$ cat config.mk
export PLATFORM = sky130hd
export DESIGN_NAME = fm_cal_sequencer
export DESIGN_NICKNAME = d
export VERILOG_FILES = /design/src/fm_cal_pkg.sv /design/src/fm_cal_sequencer.sv
export SDC_FILE = /design/constraint.sdc
export NUM_CORES = 1
export LEC_CHECK = 0
export BUFFER_PORTS_ARGS = -buffer_cell sky130_fd_sc_hd__buf_2
export CORE_MARGIN = 4
export CORE_UTILIZATION = 50
export CTS_BUF_LIST = sky130_fd_sc_hd__clkbuf_16
export DETAILED_ROUTE_END_ITERATION = 16
export PLACE_DENSITY = 0.69
export SETUP_SLACK_MARGIN = 0.5
export SYNTH_ARGS = -nofsm -noshare
export SYNTH_HDL_FRONTEND = slang
export SYNTH_SLANG_ARGS = --single-unit
$ cat constraint.sdc
create_clock -name hclk -period 5.9 [get_ports hclk]
set_input_delay 0.295 -clock hclk [delete_from_list [all_inputs] [get_ports hclk]]
set_output_delay 0.295 -clock hclk [all_outputs]
set_load 0.02 [all_outputs]
$ cat src/fm_cal_pkg.sv
// Constants for the modulated synthesizer calibration sequencer
package fm_cal_pkg;
  // ---------------------------------------------------------------
  // Register offsets
  // ---------------------------------------------------------------
  localparam logic [7:0] OFF_CTRL = 8'h00;
  localparam logic [7:0] OFF_STATUS = 8'h04;
  localparam logic [7:0] OFF_CENTER = 8'h08;
  // ---------------------------------------------------------------
  // Control field layout
  // ---------------------------------------------------------------
  localparam int F_IN_DIV = 0;
  localparam int F_FB_MULT = 3;
  localparam int F_OUT_DIV = 8;
  localparam int F_LL_RESET = 11;
  localparam int F_LL_IRQ = 12;
  localparam int F_RATE = 13;
  localparam int F_DEPTH = 14;
  localparam int F_DELTA = 16;
  localparam int W_DELTA = 10;
  localparam logic [31:0] CTRL_RESET = 32'h0000_0000;
  localparam logic [31:0] CTRL_MASK = 32'h03ff_ffff;
  // Status bit layout
  localparam int S_LOCK = 0;
  localparam int S_DONE = 1;
  localparam int S_PASS = 2;
  localparam int S_BUSY = 3;
  localparam int S_FALLBACK = 4;
  localparam int S_DAC = 8;
  // ---------------------------------------------------------------
  // Modulation and calibration constants
  // ---------------------------------------------------------------
  localparam logic [6:0] Q_FAST = 7'h28;
  localparam logic [6:0] Q_SLOW = 7'h50;
  localparam logic [7:0] DAC_START = 8'h80;
  localparam logic [2:0] DAC_TOP_BIT = 3'h7;
  typedef enum logic [2:0] {
    ST_IDLE, ST_SETTLE_C, ST_COUNT_C, ST_SETTLE_D, ST_COUNT_D, ST_DECIDE
  } cal_state_t;
endpackage

$ cat src/fm_cal_sequencer.sv
// Calibration sequencer and register slave for the modulated synthesizer
`timescale 1ns/1ns
module fm_cal_sequencer #(
  parameter logic [15:0] SETTLE_CYCLES = 16'h0100,
  parameter logic [15:0] REF_COUNT = 16'h0040,
  parameter int FBW = 16
) (
  // Clock and reset
  input wire logic hclk,
  input wire logic hresetn,
  // AHB-Lite slave
  input wire logic hsel,
  input wire logic [31:0] haddr,
  input wire logic [1:0] htrans,
  input wire logic hwrite,
  input wire logic [2:0] hsize,
  input wire logic [31:0] hwdata,
  input wire logic hready,
  output logic hreadyout,
  output logic hresp,
  output logic [31:0] hrdata,
  // Synthesizer side
  input wire logic ref_clk_in,
  input wire logic osc_clk_in,
  input wire logic lock_in,
  input wire logic lock_lost_in,
  input wire logic self_clocked_fallback,
  output logic mod_enable,
  output logic [1:0] mod_depth,
  output logic mod_up,
  output logic [7:0] cal_dac,
  output logic lock_search,
  output logic chip_reset_req,
  output logic lock_loss_irq
);
  import fm_cal_pkg::*;

  // ---------------------------------------------------------------
  // Bus slave
  // ---------------------------------------------------------------
  logic [31:0] ctrl_reg;
  logic [FBW-1:0] center_reg;
  logic [7:0] dac_reg;
  logic done_reg, pass_reg;
  cal_state_t state_reg;
  logic dph_wr_reg;
  logic [7:0] dph_addr_reg;
  logic [31:0] rdata_reg;
  logic [31:0] status_w;
  logic aph;
  assign aph = hsel && hready && htrans[1];
  assign status_w = {16'h0000, dac_reg, 3'h0, self_clocked_fallback,
                     state_reg != ST_IDLE, pass_reg, done_reg, lock_in};

  // Address phase capture and registered read data
  always_ff @(posedge hclk or negedge hresetn) begin
    if (!hresetn) begin
      dph_wr_reg <= 1'b0;
      dph_addr_reg <= 8'h00;
      rdata_reg <= 32'h0000_0000;
    end else begin
      dph_wr_reg <= aph && hwrite;
      if (aph) begin
        dph_addr_reg <= haddr[7:0];
      end
      if (aph && !hwrite) begin
        unique case (haddr[7:0])
          OFF_CTRL: rdata_reg <= ctrl_reg;
          OFF_STATUS: rdata_reg <= status_w;
          OFF_CENTER: rdata_reg <= {{(32-FBW){1'b0}}, center_reg};
          default: rdata_reg <= 32'h0000_0000;
        endcase
      end
    end
  end
  assign hrdata = rdata_reg;
  assign hreadyout = 1'b1;
  assign hresp = 1'b0;

  // ---------------------------------------------------------------
  // Control register and write side effects
  // ---------------------------------------------------------------
  logic wr_ctrl, chg_in_div, chg_fb_mult, chg_rate, cal_start, cal_done_w;
  logic [1:0] old_depth, new_depth;
  logic lock_search_reg, chip_reset_reg, irq_reg;
  assign wr_ctrl = dph_wr_reg && (dph_addr_reg == OFF_CTRL);
  assign old_depth = ctrl_reg[F_DEPTH +: 2];
  assign new_depth = hwdata[F_DEPTH +: 2];
  assign chg_in_div = wr_ctrl && (hwdata[F_IN_DIV +: 3] != ctrl_reg[F_IN_DIV +: 3]);
  assign chg_fb_mult = wr_ctrl && (hwdata[F_FB_MULT +: 5] != ctrl_reg[F_FB_MULT +: 5]);
  assign chg_rate = wr_ctrl && (hwdata[F_RATE] != ctrl_reg[F_RATE]);
  assign cal_start = wr_ctrl && (old_depth == 2'b00) && (new_depth != 2'b00);

  // Control register, reset leaves depth at zero
  always_ff @(posedge hclk or negedge hresetn) begin
    if (!hresetn) begin
      ctrl_reg <= CTRL_RESET;
    end else if (wr_ctrl) begin
      ctrl_reg <= hwdata & CTRL_MASK;
    end
  end

  // Lock search, chip reset and lock loss request
  always_ff @(posedge hclk or negedge hresetn) begin
    if (!hresetn) begin
      lock_search_reg <= 1'b0;
      chip_reset_reg <= 1'b0;
      irq_reg <= 1'b0;
    end else begin
      lock_search_reg <= chg_in_div || chg_fb_mult || cal_done_w;
      chip_reset_reg <= chg_fb_mult && ctrl_reg[F_LL_RESET];
      irq_reg <= lock_lost_in && ctrl_reg[F_LL_IRQ];
    end
  end
  assign lock_search = lock_search_reg;
  assign chip_reset_req = chip_reset_reg;
  assign lock_loss_irq = irq_reg;

  // ---------------------------------------------------------------
  // Edge detection of reference and oscillator inputs
  // ---------------------------------------------------------------
  logic ref_d_reg, osc_d_reg, ref_rise, osc_rise;
  always_ff @(posedge hclk or negedge hresetn) begin
    if (!hresetn) begin
      ref_d_reg <= 1'b0;
      osc_d_reg <= 1'b0;
    end else begin
      ref_d_reg <= ref_clk_in;
      osc_d_reg <= osc_clk_in;
    end
  end
  assign ref_rise = ref_clk_in && !ref_d_reg;
  assign osc_rise = osc_clk_in && !osc_d_reg;

  // ---------------------------------------------------------------
  // Triangle modulation rate generator
  // ---------------------------------------------------------------
  logic [10:0] mod_cnt_reg, mod_period;
  logic [6:0] q_sel;
  logic mod_up_reg;
  assign q_sel = ctrl_reg[F_RATE] ? Q_FAST : Q_SLOW;
  assign mod_period = {4'h0, q_sel} * ({8'h00, ctrl_reg[F_IN_DIV +: 3]} + 11'h001);

  // Period counter on reference edges; direction flips each half
  always_ff @(posedge hclk or negedge hresetn) begin
    if (!hresetn) begin
      mod_cnt_reg <= 11'h000;
      mod_up_reg <= 1'b1;
    end else if (chg_in_div || chg_rate) begin
      mod_cnt_reg <= 11'h000;
      mod_up_reg <= 1'b1;
    end else if (ref_rise) begin
      if (mod_cnt_reg >= mod_period - 11'h001) begin
        mod_cnt_reg <= 11'h000;
      end else begin
        mod_cnt_reg <= mod_cnt_reg + 11'h001;
      end
      mod_up_reg <= (mod_cnt_reg + 11'h001) < (mod_period >> 1);
    end
  end
  assign mod_up = mod_up_reg;

  // ---------------------------------------------------------------
  // Calibration state machine
  // ---------------------------------------------------------------
  logic [15:0] settle_reg, ref_cnt_reg;
  logic [FBW-1:0] fb_cnt_reg;
  logic [2:0] bit_reg;
  logic fb_ovf, ref_full, dac_err;
  logic signed [FBW+1:0] delta_w, err_w;
  assign ref_full = ref_rise && (ref_cnt_reg == REF_COUNT - 16'h0001);
  assign fb_ovf = osc_rise && (&fb_cnt_reg);
  assign delta_w = $signed({2'b00, fb_cnt_reg}) - $signed({2'b00, center_reg});
  assign err_w = $signed({{(FBW+2-W_DELTA){1'b0}}, ctrl_reg[F_DELTA +: W_DELTA]}) - delta_w;
  assign dac_err = (bit_reg == 3'h0) &&
                   ((err_w[FBW+1] && dac_reg == 8'h01) ||
                    (!err_w[FBW+1] && err_w != '0 && dac_reg == 8'hff));
  assign cal_done_w = (state_reg == ST_DECIDE) && (bit_reg == 3'h0);

  // Sequencing of settle, center count and delta passes
  always_ff @(posedge hclk or negedge hresetn) begin
    if (!hresetn) begin
      state_reg <= ST_IDLE;
      settle_reg <= 16'h0000;
    end else if (wr_ctrl && new_depth == 2'b00) begin
      state_reg <= ST_IDLE;
    end else begin
      unique case (state_reg)
        ST_IDLE: if (cal_start) state_reg <= ST_SETTLE_C;
        ST_SETTLE_C, ST_SETTLE_D: begin
          if (settle_reg == SETTLE_CYCLES - 16'h0001) begin
            state_reg <= (state_reg == ST_SETTLE_C) ? ST_COUNT_C : ST_COUNT_D;
          end
        end
        ST_COUNT_C: if (fb_ovf) state_reg <= ST_IDLE;
          else if (ref_full) state_reg <= ST_SETTLE_D;
        ST_COUNT_D: if (fb_ovf) state_reg <= ST_IDLE;
          else if (ref_full) state_reg <= ST_DECIDE;
        ST_DECIDE: state_reg <= (bit_reg == 3'h0) ? ST_IDLE : ST_SETTLE_D;
      endcase
      if (state_reg == ST_SETTLE_C || state_reg == ST_SETTLE_D) begin
        settle_reg <= settle_reg + 16'h0001;
      end else begin
        settle_reg <= 16'h0000;
      end
    end
  end

  // Reference and feedback counters, held in the decide phase, cleared in idle and settle phases
  always_ff @(posedge hclk or negedge hresetn) begin
    if (!hresetn) begin
      ref_cnt_reg <= 16'h0000;
      fb_cnt_reg <= '0;
    end else if (state_reg == ST_COUNT_C || state_reg == ST_COUNT_D) begin
      if (ref_rise) ref_cnt_reg <= ref_cnt_reg + 16'h0001;
      if (osc_rise && !ref_full) fb_cnt_reg <= fb_cnt_reg + {{(FBW-1){1'b0}}, 1'b1};
    end else if (state_reg != ST_DECIDE) begin
      ref_cnt_reg <= 16'h0000;
      fb_cnt_reg <= '0;
    end
  end

  // Center count stored once per calibration
  always_ff @(posedge hclk or negedge hresetn) begin
    if (!hresetn) begin
      center_reg <= '0;
    end else if (state_reg == ST_COUNT_C && ref_full && !fb_ovf) begin
      center_reg <= fb_cnt_reg;
    end
  end

  // Successive approximation of the calibration D/A
  always_ff @(posedge hclk or negedge hresetn) begin
    if (!hresetn) begin
      dac_reg <= 8'h00;
      bit_reg <= DAC_TOP_BIT;
    end else if (cal_start) begin
      dac_reg <= DAC_START;
      bit_reg <= DAC_TOP_BIT;
    end else if (state_reg == ST_DECIDE) begin
      if (err_w[FBW+1]) dac_reg[bit_reg] <= 1'b0;
      if (bit_reg != 3'h0) begin
        dac_reg[bit_reg - 3'h1] <= 1'b1;
        bit_reg <= bit_reg - 3'h1;
      end
    end
  end
  assign cal_dac = dac_reg;

  // Finished and succeeded flags
  always_ff @(posedge hclk or negedge hresetn) begin
    if (!hresetn) begin
      done_reg <= 1'b0;
      pass_reg <= 1'b0;
    end else if (cal_start) begin
      done_reg <= 1'b0;
      pass_reg <= 1'b1;
    end else begin
      if (cal_done_w) done_reg <= 1'b1;
      if (fb_ovf && (state_reg == ST_COUNT_C || state_reg == ST_COUNT_D)) pass_reg <= 1'b0;
      else if (cal_done_w && dac_err) pass_reg <= 1'b0;
      else if ((chg_in_div || chg_fb_mult || chg_rate) && old_depth != 2'b00) begin
        pass_reg <= 1'b0;
      end
    end
  end

  // ---------------------------------------------------------------
  // Modulation enable towards the loop
  // ---------------------------------------------------------------
  logic mod_en_reg;
  logic [1:0] mod_depth_reg;
  always_ff @(posedge hclk or negedge hresetn) begin
    if (!hresetn) begin
      mod_en_reg <= 1'b0;
      mod_depth_reg <= 2'b00;
    end else begin
      mod_en_reg <= !self_clocked_fallback && old_depth != 2'b00 &&
                    (state_reg == ST_IDLE || state_reg == ST_SETTLE_D ||
                     state_reg == ST_COUNT_D || state_reg == ST_DECIDE);
      mod_depth_reg <= self_clocked_fallback ? 2'b00 : old_depth;
    end
  end
  assign mod_enable = mod_en_reg;
  assign mod_depth = mod_depth_reg;
endmodule

==> flow_summary.ini, run 1 <==
[cells_and_area]
drive_gt1_share_pct = 17.5
diodes = 0
stdcell_count = 1387
fillCellCount = 1693
final_cell_mix = dfrtp_1, nand2_1, buf_2
design_area_um2 = 11100
final_core_util_pct = 58.3
final_common_cell = dfrtp_1
syn_to_final_growth_pct = 13.1
final_net_count = 1255

[cts]
cts_tree = yes
clk-insertion-delay-late_ns = 0.42
clockBufferDepth = 2
cts_resized = 0
cts_max_level = 4
cts-hold-fix-buffers = 2
cts_setup_buffers = 0
cts-buffers-inserted = 17
cts.root.buffer_cell = clkbuf_16
cts_sinks = 161
clkTransAtPathRegs_ns = 0.06

[detailed_routing]
via_per_inst = 5.76
dr.pass1.iters = 5
drt_iter0_markers = 586
post_drt_wl_per_cell_um = 16.6
num_vias = 7991
drc = 0
ant_nets = 0
drt_wl_total_um = 23000

[sta]
grt_setup_unrepaired = no
finalHoldViolCount = 0
fmax_mhz = 209
finalCritPeriodShare_pct = 81.0
tightest_slew_ns = 1.14
worst_slack_ns = 1.12
period_needed_ns = 4.78
setup_violations = 0
final.setup.tns_ns = 0
drv_slew = 0
skew_ns = 0.0102
hold_slack_ns = 0.0239
max_slew_margin_pct = 23.9

[power_and_ir_drop]
p_switching_mw = 1.21
p_seq_share_pct = 40.0
p_int_mw = 2.30
pwr-share-comb_pct = 28.2
leakagePower_nw = 5.17
p_sw_share_pct = 34.5
powerDensity_nw_per_um2 = 317
peakVddDrop_v = 0.000297
pwr-share-clk_pct = 31.8
total_power_mw = 3.51

[die]
core.rowCount = 50
die_x_um = 148
die-area_um2 = 21900
core_area_um2 = 19000
initial_core_util_pct = 51.5
die_h_um = 148
num_io_pins = 128

[worst_setup_path]
endpoint = mod_cnt_reg[3]
r2r_end = mod_cnt_reg[3]
arrival_ns = 5.11
required_ns = 6.23
slowest_stage = fa_1
crit_chain = ha_1 > xor2_1 > nand2b_1 > nand2_1 > ha_1 > fa_1 > inv_1 > fa_1 > xor2_1 > nand3_1 > nand2b_1 > nor2_1 > xor2_1 > ha_1 > and3_1 > a211oi_2 > buf_4 > a41oi_1 > a31oi_1
r2r.worst_path.cells = 19
cp_max_fo = 18
cp-end-kind = flop
path_class = flop to flop
r2r-start = ctrl_reg[0]
startpoint_type = flop
reg2reg_slack_ns = 1.12
max_stage_delay_ns = 0.56
crit_start = ctrl_reg[0]

[placed_design]
place_ws_ns = 1.18
globalplace.congestion = 0.886
hpwlAfterDp_um = 16800
place_inst = 1353
port_buffers = 85
place_area_um2 = 10500

[yosys]
yosys.area.top_type_share_pct = 40.1
ys_warn_count = 0
synth_flop_cell = dfrtp_1
yosys-top-cells-area = dfrtp_1, ha_1, mux2_2
synth_area_per_cell_um2 = 9.49
synth-edff-count = 0
seq_area_frac_synth_pct = 41.2
synth_area_um2 = 9800
synth_cells = 1033
synth.ff_latch_count = 161
synth_top_cell_by_area = dfrtp_1
async_flop_share_pct = 100
synth_cell_type_count = 73

[grt]
grt_antenna_before_repair = 0
grt_pass1_wl_um = 37600
grt_overflow = 0
track_usage_pct = 21.0
grt_pass1_vias = 7454
grt_max_degree = 85

[min_path]
hold_start = ref_clk_in
hold_path_depth = 1
hp-class = input port to flop

[run]
cap_violations = 0

[outcome]
status = complete, no violations
-- power by group through the flow --
stage / sequential (mW) / combinational [mW] / clock (mW)
after floorplan: 1.38 / 0.726 / 0
after global placement: 1.42 / 0.959 / 0
after detailed placement: 1.42 / 0.984 / 0
after CTS: 1.40 / 0.995 / 1.13
after global routing: 1.42 / 1.11 / 1.18
final: 1.40 / 0.991 / 1.12
-- metal layers --
metal	up-vias	part of all wire [%]	GRT usage [%]
li1	3883	-	-
met1	3856	49	31.0
met2	228	44	32.4
met3	24	5.3	3.25
met4	0	1.4	5.45
met5	-	0	0
-- worst min-delay path by stage --
stage / to
2_1_floorplan: cal_dac[0]
3_3_place_gp: settle_reg[10]
3_5_place_dp: settle_reg[6]
4_1_cts: ref_d_reg
5_1_grt: ref_d_reg
6_report: ref_d_reg
-- critical path: cells and delay by family (launching register included) --
family / cells / cell delay [ns]
xor+xnor: 3 / 0.65
simple gates: 6 / 0.85
fa+ha+maj: 5 / 1.84
compound gates: 3 / 0.55
flops: 1 / 0.48
buf+inv: 2 / 0.30
-- synthesized netlist by cell type (all sizes together) (2+ instances only) --
cell / count
o21bai: 3
xnor2: 25
or2: 4
nand4: 10
nand2: 91
a41oi: 3
a311oi: 3
mux2: 59
or4: 3
and3: 31
a22o: 13
ha: 58
clkbuf: 29
o41ai: 6
nor3: 18
nand2b: 18
inv: 46
dfstp: 4
o21ai: 78
fa: 4
xor2: 32
o211ai: 6
nor2b: 15
a22oi: 16
nand3: 33
nor2: 83
conb: 2
mux2i: 8
o311ai: 4
a21o: 16
a211oi: 14
or3: 6
o21a: 4
o2111ai: 4
a21oi: 49
o211a: 3
a31oi: 14
dfrtp: 157
o22ai: 4
buf: 13
nor4: 12
o31ai: 6
and2: 8
-- kinds of logic after synthesis --
| logic type | synth area share (%) |
|---|---|
| AND/OR/NAND/NOR | 16.9 |
| AO/OA/AOI/OAI | 17.2 |
| flip-flops | 41.2 |
| buffers and inverters | 3.74 |
| multiplexers | 7.60 |
| adder cells (fa/ha/maj) | 8.22 |
| XOR/XNOR | 5.09 |
| other | 0.0766 |
-- cell type report --
class | instances | area [µm²] | share of cell area [%]
multi-input cells | 791 | 5440 | 49.0
flip-flops and latches | 161 | 4030 | 36.4
repair buffers | 96 | 519 | 4.69
clock buffers | 17 | 425 | 3.84
well taps | 260 | 325 | 2.94
inverters | 47 | 176 | 1.59
clock inverters | 15 | 166 | 1.50
No activity file was read; power rests on OpenSTA's default activity.
==> run 2, diff against run 1 <==
--- a/config.mk
+++ b/config.mk
@@ -5,12 +5,13 @@
 export SDC_FILE = /design/constraint.sdc
 export NUM_CORES = 1
 export LEC_CHECK = 0
+export ABC_AREA = 1
 export BUFFER_PORTS_ARGS = -buffer_cell sky130_fd_sc_hd__buf_2
 export CORE_MARGIN = 4
 export CORE_UTILIZATION = 50
 export CTS_BUF_LIST = sky130_fd_sc_hd__clkbuf_16
 export DETAILED_ROUTE_END_ITERATION = 16
-export PLACE_DENSITY = 0.69
+export PLACE_DENSITY = 0.71
 export SETUP_SLACK_MARGIN = 0.5
 export SYNTH_ARGS = -nofsm -noshare
 export SYNTH_HDL_FRONTEND = slang
==> constraint.sdc (replaced) <==
create_clock -name hclk -period 4.3 [get_ports hclk]
set_input_delay 0.215 -clock hclk [delete_from_list [all_inputs] [get_ports hclk]]
set_output_delay 0.215 -clock hclk [all_outputs]
set_load 0.02 [all_outputs]
==> flow_summary.ini, run 2 <==
[die]
initial_core_util_pct = 50.8
die_x_um = 151
die-area_um2 = 22900
die_h_um = 151
core.rowCount = 52
num_io_pins = 128
core_area_um2 = 20200

[cts]
cts_max_level = 4
cts-buffers-inserted = 17
clockBufferDepth = 2
clkTransAtPathRegs_ns = 0.07
cts_sinks = 161
clk-insertion-delay-late_ns = 0.44
cts.root.buffer_cell = clkbuf_16
cts_tree = yes

[yosys]
synth-edff-count = 0
async_flop_share_pct = 100
synth_flop_cell = dfrtp_1
yosys-top-cells-area = dfrtp_1, nand2_1, inv_1
synth_common_cells = nand2_1, inv_1, dfrtp_1
seq_area_frac_synth_pct = 39.2
synth_cells = 1395
synth.ff_latch_count = 161
synth_top_cell_by_area = dfrtp_1
synth_cell_type_count = 51
yosys.area.top_type_share_pct = 38.2
synth_area_per_cell_um2 = 7.37
synth_most_common_cell = nand2_1
ys_warn_count = 0
synth_area_um2 = 10300

[cells_and_area]
fillCellCount = 1822
drive_gt1_share_pct = 13.8
diodes = 0
syn_to_final_growth_pct = 16.2
multi_input_area_um2 = 5400
final_common_cell = nand2_1
final_cell_mix = nand2_1, inv_1, dfrtp_1
final-seq-area_um2 = 4040
final_net_count = 1652

[min_path]
hp-class = input port to flop
hold_path_depth = 3

[outcome]
status = complete, no violations

[worst_setup_path]
r2r.worst_path.cells = 17
required_ns = 4.68
cp.depth = 17
arrival_ns = 4.16
path_class = flop to flop
cp_max_fo = 4
path_common_cell = nand2_1
crit_chain = ha_2 > xor2_2 > nand2_1 > o21ai_2 > ha_4 > fa_1 > inv_2 > fa_2 > xnor2_4 > nor3_4 > nand3_1 > xnor2_1 > ha_1 > a21oi_4 > buf_4 > nand4_1 > nand2_1
cp_top_family = adder cells
startpoint_type = flop
max_stage_delay_ns = 0.59
cp-end-kind = flop
crit_buf_inv = 2
slowest_stage = fa_1
reg2reg_slack_ns = 0.52

[detailed_routing]
via_per_inst = 5.28
num_vias = 9481
post_drt_wl_per_cell_um = 14.8
dr.pass1.iters = 5
drt_iter0_markers = 709
ant_nets = 0
drc = 0
drt_wl_total_um = 26500

[power_and_ir_drop]
pwr-share-clk_pct = 42.5
powerDensity_nw_per_um2 = 294
p_sw_share_pct = 28.6
pwr-share-comb_pct = 11.6
leakagePower_nw = 5.94
p_switching_mw = 1.00
p_seq_share_pct = 45.8
p_int_mw = 2.50
peakVddDrop_v = 0.000258

[placed_design]
hpwlAfterDp_um = 19900
port_buffers = 85
place_ws_ns = 0.263
globalplace.congestion = 0.943

[sta]
tightest_slew_ns = 1.12
max_slew_margin_pct = 25.3
skew_ns = 0.0113
worst_slack_ns = 0.516
fmax_mhz = 264
drv_slew = 0
period_needed_ns = 3.78
finalHoldViolCount = 0
setup_violations = 0
final.setup.tns_ns = 0
grt_setup_unrepaired = yes
finalCritPeriodShare_pct = 88.0

[grt]
grt_pass1_vias = 8999
grt_overflow = 0
track_usage_pct = 23.8
grt_max_degree = 87
grt_pass1_wl_um = 43700
grt_antenna_before_repair = 0

[run]
cap_violations = 0
-- run 2: layout make-up --
type / count / share of cell area [%]
Tap cell: 270 / 2.83
Clock inverter: 15 / 1.17
Inverter: 237 / 7.45
Clock buffer: 17 / 3.56
Multi-Input combinational cell: 975 / 45.2
Sequential cell: 161 / 33.8
Timing Repair Buffer: 119 / 6.04
-- run 2: timing repair --
item,4_1_cts,5_1_grt
setup buffers,6,5
hold buffers,14,0
endpoints found under the setup margin,12,21
pin swaps,14,13
hold endpoints to repair,93,0
resized for setup,12,18
-- run 2: worst reg2reg max path, cell delays in order, from the launching register on --
cell and delay, ns:
dfrtp_1 0.38, ha_2 0.20, xor2_2 0.17, nand2_1 0.09, o21ai_2 0.10, ha_4 0.23, fa_1 0.59, inv_2 0.05
fa_2 0.39, xnor2_4 0.16, nor3_4 0.23, nand3_1 0.12, xnor2_1 0.14, ha_1 0.33, a21oi_4 0.21, buf_4 0.14
nand4_1 0.09, nand2_1 0.10
-- run 2: final timing paths --
check | start | endpoint
max | ctrl_reg[0] | mod_cnt_reg[8]
min | hwdata[11] | ctrl_reg[11]
max reg2reg | ctrl_reg[0] | mod_cnt_reg[8]
min reg2reg | ctrl_reg[8] | ctrl_reg[8]
max in group asynchronous | hresetn | ref_cnt_reg[8]
min in group asynchronous | hresetn | dph_addr_reg[1]
-- run 2: cell families (layout without fill, tap and decap cells) --
kind of cell | after synthesis | count (layout) | share of synthesized area, %
multiplexers | 3 | 3 | 0.329
AND/OR/NAND/NOR | 616 | 616 | 26.0
other | 2 | 10 | 0.0730
buffers and inverters | 267 | 388 | 10.1
AO/OA/AOI/OAI | 242 | 242 | 12.9
XOR/XNOR | 42 | 42 | 3.58
adder cells (fa/ha/maj) | 62 | 62 | 7.84
flip-flops | 161 | 161 | 39.2
-- run 2: power groups by stage --
stage / combinational, mW / clock [mW] / sequential [mW]
after CTS: 0.382 / 1.51 / 1.61
after floorplan: 0.229 / 0 / 1.64
final: 0.408 / 1.49 / 1.61
after global placement: 0.341 / 0 / 1.63
after global routing: 0.468 / 1.57 / 1.61
after detailed placement: 0.352 / 0 / 1.63
-- run 2: metal layers --
| metal | track usage [%] | wire [µm] | vias up |
|---|---|---|---|
| met2 | 40.5 | 12800 | 237 |
| met3 | 4.34 | 1490 | 27 |
| met4 | 5.76 | 356 | 0 |
| met1 | 31.6 | 11900 | 4447 |
| met5 | 0 | 0 | - |
| li1 | - | - | 4770 |
-- run 2: stage by stage --
stage	instance area, µm²	total power [mW]	hold slack [ns]	instances	utilization [%]
2_1_floorplan	10300	1.86	-0.0806	1403	-
3_3_place_gp	11000	1.97	0.319	1737	54.5
3_5_place_dp	11000	1.99	0.325	1737	54.5
4_1_cts	11800	3.50	0.00530	1789	58.4
5_1_grt	11900	3.65	0.0237	1794	59.0
6_report	11900	3.51	0.00598	1794	59.0
==> run 3, diff against run 2 <==
--- a/config.mk
+++ b/config.mk
@@ -11,6 +11,7 @@
 export CORE_UTILIZATION = 50
 export CTS_BUF_LIST = sky130_fd_sc_hd__clkbuf_16
 export DETAILED_ROUTE_END_ITERATION = 16
+export GPL_TIMING_DRIVEN = 0
 export PLACE_DENSITY = 0.71
 export SETUP_SLACK_MARGIN = 0.5
 export SYNTH_ARGS = -nofsm -noshare
==> flow_summary.ini, run 3 (synthesis results as in run 2) <==
[outcome]
status = complete, no violations

[power_and_ir_drop]
peakVddDrop_v = 0.000249
p_seq_share_pct = 45.0
total_power_mw = 3.57
pwr-share-comb_pct = 12.4
pwr-share-clk_pct = 42.6
leakagePower_nw = 6.03
p_sw_share_pct = 26.8
powerDensity_nw_per_um2 = 293
p_int_mw = 2.62
p_switching_uw = 957

[min_path]
hold_path_depth = 3
hp-class = input port to flop
hold_start = hwrite
hold_path_end = dph_wr_reg

[detailed_routing]
dr.pass1.iters = 5
ant_nets = 0
post_drt_wl_per_cell_um = 14.9
drt_wl_total_um = 27200
num_vias = 9731
drc = 0
via_per_inst = 5.35
drt_iter0_markers = 587

[cells_and_area]
final_net_count = 1676
diodes = 0
final_core_util_pct = 60.2
final_common_cell = nand2_1
final_cell_mix = nand2_1, inv_1, dfrtp_1
drive_gt1_share_pct = 15.2
design_area_um2 = 12200
syn_to_final_growth_pct = 18.5

[die]
die-area_um2 = 22900
die_x_um = 151
initial_core_util_pct = 50.8
num_io_pins = 128
core_area_um2 = 20200
core.rowCount = 52
die_h_um = 151

[grt]
grt_antenna_before_repair = 1
grt_pass1_wl_um = 44200
grt_max_degree = 83
grt_pass1_vias = 9135
grt_overflow = 0
track_usage_pct = 24.2

[worst_setup_path]
crit_buf_inv = 1
max_stage_delay_ns = 0.59
cp-end-kind = flop
r2r.worst_path.cells = 16
slowest_stage = fa_1
crit_chain = ha_4 > xor2_2 > nand2_1 > o21ai_2 > ha_1 > fa_1 > inv_2 > fa_2 > xnor2_2 > nor3_4 > nand3_2 > xnor2_2 > ha_4 > a21oi_4 > nand3_4 > o21ai_2
cp_max_fo = 7
arrival_ns = 4.29
reg2reg_slack_ns = 0.37
startpoint_type = flop
r2r_end = mod_cnt_reg[9]
path_class = flop to flop
required_ns = 4.66
cp_top_family = adder cells
r2r-start = ctrl_reg[1]

[sta]
drv_slew = 0
setup_violations = 0
period_needed_ns = 3.93
skew_ns = 0.0135
grt_setup_unrepaired = yes
finalCritPeriodShare_pct = 91.4
worst_slack_ns = 0.370
hold_slack_ns = 0.0152
max_slew_margin_pct = 49.8
tightest_slew_ns = 0.745
finalHoldViolCount = 0
fmax_mhz = 254

[placed_design]
place_ws_ns = -0.131
port_buffers = 85
place_area_um2 = 11100
hpwlAfterDp_um = 20500
globalplace.congestion = 0.920

[cts]
clkTransAtPathRegs_ns = 0.07
cts.root.buffer_cell = clkbuf_16
clockBufferDepth = 2
cts_max_level = 4
cts_tree = yes
clk-insertion-delay-late_ns = 0.43
cts-buffers-inserted = 17
cts_sinks = 161

[run]
cap_violations = 0
==> run 3: changes by cell type in the layout (fill, tap and decap cells not counted), sizes merged <==
| cell | previous run | this run |
|---|---|---|
| clkinvlp | 1 | 4 |
| inv | 247 | 241 |
| bufinv | 0 | 2 |
| clkinv | 4 | 5 |
| dlygate4sd3 | 14 | 10 |
| clkbuf | 17 | 36 |
| buf | 105 | 114 |
==> run 3: routing by layer <==
layer | vias to the layer above | share of wire [%] | track usage, %
met5 | - | 0.048 | 0
met4 | 2 | 2.1 | 7.25
met3 | 40 | 6.1 | 4.67
met2 | 292 | 48 | 39.9
met1 | 4589 | 44 | 32.4
li1 | 4808 | - | -
==> run 3: layout make-up <==
cell class | count | area (µm²)
multi-input cells | 975 | 5490
flip-flops and latches | 161 | 4040
well taps | 270 | 338
fillers | 1830 | 8050
plain buffers | 30 | 155
clock buffers | 17 | 425
clock inverters | 15 | 159
inverters | 237 | 892
repair buffers | 113 | 691
==> run 3: worst max-delay path by stage <==
stage | from | end | slack [ns] | depth (start not counted)
floorplan | ctrl_reg[1] | mod_cnt_reg[0] | 0.53 | 16
global placement | ctrl_reg[0] | mod_cnt_reg[0] | -0.04 | 15
detailed placement | ctrl_reg[0] | mod_cnt_reg[9] | -0.13 | 15
CTS | ctrl_reg[1] | mod_cnt_reg[5] | 0.40 | 16
global route | ctrl_reg[1] | mod_cnt_reg[1] | 0.16 | 17
finish | ctrl_reg[1] | mod_cnt_reg[9] | 0.37 | 16
==> run 3: power groups by stage <==
stage / Sequential, mW / Combinational (mW) / Clock [mW]
6_report: 1.61 / 0.444 / 1.52
5_1_grt: 1.62 / 0.499 / 1.61
4_1_cts: 1.61 / 0.406 / 1.54
3_5_place_dp: 1.63 / 0.361 / 0
3_3_place_gp: 1.63 / 0.344 / 0
2_1_floorplan: 1.64 / 0.229 / 0
==> run 3: repair_timing <==
item | in CTS | in global routing
hold buffers | 10 | 0
buffers inserted | 7 | 10
resized for setup | 24 | 37
cloned | 0 | 0
pin swaps | 14 | 24
endpoints found under the hold margin | 87 | 0
endpoints found under the setup margin | 12 | 21
==> run 3: through the flow <==
step,setup TNS [ns],cells
finish,0,1818
global route,0,1818
CTS,0,1808
detailed placement,-0.362,1759
global placement,-0.103,1758
floorplan,0,1403
==> run 3: worst reg2reg max path: stages, from the launching register on <==
cell and delay [ns]:
dfrtp_2 0.43, ha_4 0.17, xor2_2 0.17, nand2_1 0.10, o21ai_2 0.06, ha_1 0.31, fa_1 0.59, inv_2 0.05
fa_2 0.37, xnor2_2 0.18, nor3_4 0.28, nand3_2 0.14, xnor2_2 0.23, ha_4 0.25, a21oi_4 0.20, nand3_4 0.17
o21ai_2 0.19
